### src/wpqs_pkg.sv
// package for the write-port queue select block
package wpqs_pkg;
    localparam int          WPQS_ADDR_W     = 8;
    localparam int          WPQS_DEV_LSB    = 5;
    localparam int          WPQS_DEV_W      = 3;
    localparam int          WPQS_QUEUE_W    = 5;
    localparam int          WPQS_QUAD_W     = 2;
    localparam int          WPQS_DATA_W     = 18;
    localparam int          WPQS_FIFO_DEPTH = 16;
    localparam logic [4:0]  WPQS_QUEUE_RST  = 5'h00;
    localparam logic [1:0]  WPQS_QUAD_RST   = 2'h0;
    localparam logic [2:0]  WPQS_DEV_ID_DEF = 3'h0;

    typedef struct packed {
        logic [WPQS_QUEUE_W-1:0] queue;
        logic [WPQS_DATA_W-1:0]  data;
    } wpqs_word_t;
endpackage

### src/wpqs_fifo.sv
// parameterised valid/ready fifo for queued writes
`timescale 1ns/1ps
`default_nettype none
module wpqs_fifo #(
    parameter int WIDTH = 23,
    parameter int DEPTH = 16
) (
    input  wire logic             core_clk,
    input  wire logic             nrst,
    input  wire logic             in_valid,
    output logic                  in_ready,
    input  wire logic [WIDTH-1:0] in_data,
    output logic                  out_valid,
    input  wire logic             out_ready,
    output logic      [WIDTH-1:0] out_data
);
    localparam int AW = $clog2(DEPTH);
    // pointer wrap relies on a power-of-two depth
    if (WIDTH < 1 || DEPTH < 2 || (1 << AW) != DEPTH)
    begin : g_depth_chk
        $error("fifo depth must be a power of two and width at least one");
    end
    logic [WIDTH-1:0] mem [DEPTH];
    logic [AW:0]      wp_r;
    logic [AW:0]      rp_r;
    logic             push;
    logic             pop;

    assign in_ready  = (wp_r - rp_r) != (AW+1)'(DEPTH);
    assign out_valid = wp_r != rp_r;
    assign push      = in_valid && in_ready;
    assign pop       = out_valid && out_ready;
    assign out_data  = mem[rp_r[AW-1:0]];

    always_ff @(posedge core_clk or negedge nrst)
    begin
        if (!nrst)
            wp_r <= '0;
        else if (push)
            wp_r <= wp_r + 1'b1;
    end
    always_ff @(posedge core_clk or negedge nrst)
    begin
        if (!nrst)
            rp_r <= '0;
        else if (pop)
            rp_r <= rp_r + 1'b1;
    end
    always_ff @(posedge core_clk)
    begin
        if (push)
            mem[wp_r[AW-1:0]] <= in_data;
    end
endmodule
`default_nettype wire

### src/wpqs_top.sv
// write-port queue and flag quadrant selection
// Operation
// - upper three address bits pick device; queue selection taken only on own identity match
// - queue address taken on clock edge while queue-select strobe high
// - selection edge and next edge still write the previous queue
// - second edge after selection writes the new queue
// - flag strobe picks partial-full quadrant from two lowest bits
// - quadrant selection also gated by upper three device bits
// - middle three bits ignored for quadrant selection
// - quadrant taken while flag strobe high; previous-queue write allowed
// - five lowest bits pick one of thirty-two queues
// - data stored only when active-low write enable asserted
`timescale 1ns/1ps
`default_nettype none
module wpqs_top
    import wpqs_pkg::*;
#(
    parameter logic [2:0] DEV_ID = WPQS_DEV_ID_DEF  // arbitrary value
) (
    input  wire logic                    core_clk,
    input  wire logic                    nrst,
    input  wire logic [WPQS_ADDR_W-1:0]  write_select_bus,
    input  wire logic                    queue_select_strobe,
    input  wire logic                    flag_quadrant_strobe,
    input  wire logic                    write_en_n,
    input  wire logic [WPQS_DATA_W-1:0]  data_in,
    output logic                         wr_valid,
    input  wire logic                    wr_ready,
    output var wpqs_word_t               wr_word,
    output logic                         in_ready,
    output logic [WPQS_QUEUE_W-1:0]      active_queue,
    output logic [WPQS_QUAD_W-1:0]       flag_quadrant
);
    localparam int WW = $bits(wpqs_word_t);

    // pins pass two flops before use
    logic [WPQS_ADDR_W-1:0] addr_s1_r, addr_r;
    logic [1:0]             qs_s_r, fs_s_r, wen_s_r;
    logic [WPQS_DATA_W-1:0] din_s1_r, din_r;

    always_ff @(posedge core_clk or negedge nrst)
    begin
        if (!nrst)
        begin
            addr_s1_r <= '0;
            addr_r    <= '0;
            qs_s_r    <= '0;
            fs_s_r    <= '0;
            // enable resets inactive so release brings no phantom write
            wen_s_r   <= 2'h3;
        end
        else
        begin
            addr_s1_r <= write_select_bus;
            addr_r    <= addr_s1_r;
            qs_s_r    <= {qs_s_r[0], queue_select_strobe};
            fs_s_r    <= {fs_s_r[0], flag_quadrant_strobe};
            wen_s_r   <= {wen_s_r[0], write_en_n};
        end
    end

    // data rides the same two-flop delay as the enable
    always_ff @(posedge core_clk or negedge nrst)
    begin
        if (!nrst)
        begin
            din_s1_r <= '0;
            din_r    <= '0;
        end
        else
        begin
            din_s1_r <= data_in;
            din_r    <= din_s1_r;
        end
    end

    function automatic logic dev_match(input logic [WPQS_ADDR_W-1:0] a);
        dev_match = a[WPQS_DEV_LSB +: WPQS_DEV_W] == DEV_ID;
    endfunction
    function automatic logic [WPQS_QUEUE_W-1:0] queue_of(input logic [WPQS_ADDR_W-1:0] a);
        queue_of = a[WPQS_QUEUE_W-1:0];
    endfunction
    function automatic logic [WPQS_QUAD_W-1:0] quad_of(input logic [WPQS_ADDR_W-1:0] a);
        quad_of = a[WPQS_QUAD_W-1:0];
    endfunction

    // select bus fields must tile the bus; quadrant sits inside the queue field
    if (WPQS_DEV_LSB + WPQS_DEV_W != WPQS_ADDR_W || WPQS_QUEUE_W > WPQS_DEV_LSB
        || WPQS_QUAD_W > WPQS_QUEUE_W)
    begin : g_field_chk
        $error("select bus fields do not fit the bus");
    end

    logic qsel;
    logic fsel;
    logic wr_req;
    assign qsel   = qs_s_r[1] && dev_match(addr_r);
    assign fsel   = fs_s_r[1] && dev_match(addr_r);
    assign wr_req = !wen_s_r[1];

    // pending target sits one edge before taking over
    logic [WPQS_QUEUE_W-1:0] pend_queue_r;
    logic                    pend_r;

    always_ff @(posedge core_clk or negedge nrst)
    begin
        if (!nrst)
            pend_r <= 1'b0;
        else
            pend_r <= qsel;
    end
    always_ff @(posedge core_clk or negedge nrst)
    begin
        if (!nrst)
            pend_queue_r <= WPQS_QUEUE_RST;
        else if (qsel)
            pend_queue_r <= queue_of(addr_r);
    end
    always_ff @(posedge core_clk or negedge nrst)
    begin
        if (!nrst)
            active_queue <= WPQS_QUEUE_RST;
        else if (pend_r)
            active_queue <= pend_queue_r;
    end
    always_ff @(posedge core_clk or negedge nrst)
    begin
        if (!nrst)
            flag_quadrant <= WPQS_QUAD_RST;
        else if (fsel)
            flag_quadrant <= quad_of(addr_r);
    end

    // writes tagged with the queue live on this edge; full fifo drops the write
    wpqs_word_t fifo_in;
    logic       fifo_ready;
    logic [WW-1:0] fifo_out;
    assign fifo_in  = '{queue: active_queue, data: din_r};
    assign in_ready = fifo_ready;
    assign wr_word  = wpqs_word_t'(fifo_out);

    wpqs_fifo #(.WIDTH(WW), .DEPTH(WPQS_FIFO_DEPTH)) u_fifo (
        .core_clk  (core_clk),
        .nrst      (nrst),
        .in_valid  (wr_req),
        .in_ready  (fifo_ready),
        .in_data   (fifo_in),
        .out_valid (wr_valid),
        .out_ready (wr_ready),
        .out_data  (fifo_out)
    );
endmodule
`default_nettype wire

### config.mk
export PLATFORM = sky130hd
export DESIGN_NAME = wpqs_top
export DESIGN_NICKNAME = d
export VERILOG_FILES = /design/src/wpqs_pkg.sv /design/src/wpqs_fifo.sv /design/src/wpqs_top.sv
export SDC_FILE = /design/constraint.sdc
export NUM_CORES = 1
export LEC_CHECK = 0
export ABC_AREA = 0
export BUFFER_PORTS_ARGS = -buffer_cell sky130_fd_sc_hd__buf_4
export CORE_ASPECT_RATIO = 1.75
export CORE_MARGIN = 5
export CORE_UTILIZATION = 40
export CTS_CLUSTER_DIAMETER = 30
export DETAILED_ROUTE_END_ITERATION = 16
export SYNTH_ARGS = -nofsm -noshare
export SYNTH_HDL_FRONTEND = slang
export SYNTH_SLANG_ARGS = --single-unit
### constraint.sdc
create_clock -name core_clk -period 6.52 [get_ports core_clk]
set_clock_uncertainty 0.2 [all_clocks]
set_input_delay 0.326 -clock core_clk [delete_from_list [all_inputs] [get_ports core_clk]]
set_output_delay 0.326 -clock core_clk [all_outputs]
set_load 0.02 [all_outputs]
==> results_dict.tcl <==
set metrics [dict create \
    outcome "finished clean" \
    wl_um 35000 \
    cellPowerDensity_mw_per_mm2 453 \
    clk_latency_ns 0.55 \
    yosysUniqueCellTypes 40 \
    report.final.slew_viol_count 0 \
    synth_compound_area_share_pct 1.68 \
    setup_violations 0 \
    drive_gt1_share_pct 30.3 \
    wl_met2_um 19000 \
    cts_tree "built" \
    worstSetupEndpointType "register" \
    clock-sinks 449 \
    reg2reg_depth 8 \
    timing.rr.start "u_fifo.rp_r[2]" \
    fp.dieArea_mm2 0.0463 \
    critPathMaxStageDelay_ns 0.85 \
    period_minus_slack_ns 4.65 \
    maxCapViolations 0 \
    die_h_um 281 \
    critPathKind "register to register" \
    slowest_stage "nor4b_2" \
    area_growth_pct 18.5 \
    first_global_vias 8733 \
    post_drt_wl_per_cell_um 22.6 \
    regArea_mm2 0.0131 \
    netlist_area_mm2 0.0168 \
    port_buffers 63 \
    regToRegSetupSlack_ns 1.87 \
    setup_ws_ns 1.87 \
    first_pass_iters 4 \
    n_fill_cell 3507 \
    synth_nets 873 \
    drt_iter0_drc 567 \
    rows 99 \
    yosys.area_share.simple_pct 4.54 \
    num_vias 8088 \
    met1_length_um 14000 \
    path_cells "inv_1 -> ha_1 -> nand2_1 -> o21ai_1 -> xor2_2 -> a21oi_4 -> nor4b_2 -> buf_4" \
    hpwlAfterDp_um 21000 \
    grt_pass1_wl_um 53900 \
    overflow 0 \
    boundaryPins 64 \
    ir_drop_v 0.000288 \
    synth.area.mux_share_pct 13.2 \
    netlist_instances 832 \
    post_cts_buffers 0 \
    synthFlopType "edfxtp_1" \
    rsz0062_at_grt "no" \
    timing.final.hold_violations 0 \
    num-nets-final 999 \
    critPathArrivalTime_ns 4.67 \
    finalSetupTns_ns 0 \
    antenna_found_initial 0 \
    htree_levels 2 \
    multi_input_area_mm2 0.00356 \
    cts-root-buf "clkbuf_16" \
    fmax_mhz 215 \
    synth_top_family_by_area "multiplexers" \
    tightestPinTransition_ns 1.01 \
    worstHoldStart "wr_ready" \
    synth_async_sr_flop_share_pct 18.0 \
    clock_path_buffers 3 \
    synth_seq_cells 449 \
    avgViaCountPerCell 5.22 \
    synth-xor-area-share_pct 0.566 \
    track_usage_pct 15.6 \
    holdPathStages 3 \
    yosysWarnings 0 \
    place_ws_ns 1.81 \
    slew_headroom_pct 32.6 \
    synthAdderAreaFrac_pct 0.671 \
    diodes 0 \
    cts_buffers 48 \
    cp_max_fo 24 \
    rr_endpoint "u_fifo.mem[10][9]" \
    drc 0 \
    clk_pin_slew_worst_paths_ns 0.07 \
    top_layer "met4" \
    p_leak_uw 0.00682 \
    route.met3.wl_um 1360 \
    worstPathRequired_ns 6.54 \
    globalplace.congestion 0.788 \
    ys_seq_area_share_pct 77.9 \
    synth_area_per_cell_um2 20.2 \
    min_to "u_fifo.rp_r[0]" \
    cp-start-kind "register" \
    grt_max_degree 72 \
    ant_nets 0 \
    fin_crit_sh_pct 71.3 \
    start_util_pct 40.3 \
    synth_edf_count 368 \
    die_w_um 165 \
    cts_resized 0 \
    core_mm2 0.0416 \
    hold_class "primary input to register" \
]
## layer usage
metal / vias to the layer above / global-route usage (%)
li1: 3557 / -
met1: 4319 / 19.9
met2: 167 / 27.5
met3: 45 / 2.38
met4: 0 / 4.53
met5: - / 0
## stage by stage
stage | util [%] | total power, uW | instance area (um2) | instances | hold WS [ns]
2_1_floorplan | - | 5550 | 16800 | 832 | -0.170
3_3_place_gp | 43.3 | 6450 | 18000 | 1432 | 0.00209
3_5_place_dp | 43.3 | 6490 | 18000 | 1432 | 0.00971
4_1_cts | 47.8 | 9160 | 19900 | 1550 | 0.0190
5_1_grt | 47.8 | 9470 | 19900 | 1550 | 0.0406
6_report | 47.8 | 9010 | 19900 | 1550 | 0.0409
## synthesized netlist by cell type, types with 2 or more instances
cell      number  area [um2]
xor2_1         3        26.3
a21oi_1        4        20.0
a31oi_1       25         156
buf_6          3        33.8
xnor2_1        6        52.6
buf_2          5        25.0
and3_1        24         150
clkbuf_1      21        78.8
nand2_1      109         409
edfxtp_1     368       11100
nand4_1        3        18.8
dfstp_2        2        52.6
nor4b_1        3        26.3
inv_1          7        26.3
mux4_2        92        2070
buf_4          6        45.0
inv_2          2        7.51
mux2_2        12         135
nor3_1        15        75.1
buf_1          5        18.8
a211o_1        3        26.3
nand2b_1       2        12.5
dfrtp_1       79        1980
nor2_1         3        11.3
nand3_1        5        25.0
nor2b_1        3        18.8
ha_1           9         113
## layout make-up
cell class	count	area share [%]
clock buffer	51	6.31
clock inverter	36	1.59
inverter	9	0.170
multi-input combinational	334	17.9
sequential	449	65.8
tap	555	3.49
timing repair buffer	116	4.77
## worst max path at each step
stage / start / to / slack [ns] / cells after the start
finish: u_fifo.rp_r[2] / u_fifo.mem[10][9] / 1.87 / 8
global placement: u_fifo.rp_r[2] / u_fifo.mem[9][0] / 2.08 / 8
floorplan: u_fifo.rp_r[2] / u_fifo.mem[9][0] / 1.18 / 11
detailed placement: u_fifo.rp_r[2] / u_fifo.mem[10][22] / 1.81 / 8
CTS: u_fifo.rp_r[2] / u_fifo.mem[10][0] / 1.81 / 8
global route: u_fifo.rp_r[2] / u_fifo.mem[10][9] / 1.61 / 8
## sequential cells by signal (all words and copies together) (netlist names)
register and count:
din_r 18, din_s1_r 18, qs_s_r 2, active_queue 5, pend_queue_r 5, u_fifo.mem 368, u_fifo.wp_r 5, pend_r 1
u_fifo.rp_r 5, fs_s_r 2, addr_s1_r 8, addr_r 8, wen_s_r 2, flag_quadrant 2
## power breakdown
group / total, uW / switching (uW) / internal, uW / leakage, uW
Clock: 2640 / 1160 / 1480 / 0.000751
Combinational: 2670 / 1550 / 1120 / 0.00180
Sequential: 3710 / 222 / 3490 / 0.00428
Total: 9010 / 2930 / 6090 / 0.00682
## critical path: cells and delay by family (launching register included)
| kind | cells | cell delay (ns) |
|---|---|---|
| xor gates and xnor gates | 1 | 0.36 |
| adders and majority gates | 1 | 0.65 |
| DFF | 1 | 0.71 |
| and+or+nand+nor | 2 | 0.94 |
| buffers and inverters | 2 | 1.01 |
| AOI/OAI and AO/OA | 2 | 0.42 |
## cell usage in the layout, fill, tap and decap left out, drive strengths merged
cell type / n
edfxtp: 368
nand2: 109
mux4: 92
buf: 85
dfrtp: 79
clkbuf: 51
dlygate4sd3: 31
a31oi: 25
and3: 24
inv: 21
nor3: 15
mux2: 13
clkinv: 13
clkinvlp: 10
ha: 9
xnor2: 6
a21oi: 6
nand3: 5
xor2: 4
nor2b: 3
a211o: 3
nor2: 3
nand4: 3
nor4b: 3
nand2b: 2
dfstp: 2
o21ai: 2
o21bai: 1
and2: 1
o31a: 1
o211ai: 1
o41ai: 1
o41a: 1
and4: 1
bufinv: 1
## kinds of logic (layout without fill, tap and decap cells)
group           after synthesis  count (layout)
compound gates               41              41
flops                       449             449
mux                         105             105
simple gates                169             169
xor+xnor                     10              10
buf+inv                      49             212
fa+ha+maj                     9               9
## repair_timing
action	4_1_cts	5_1_grt
endpoints found under the setup margin	0	0
endpoints found under the hold margin	46	0
hold buffers	31	0
(Power assumes the default switching activity.)
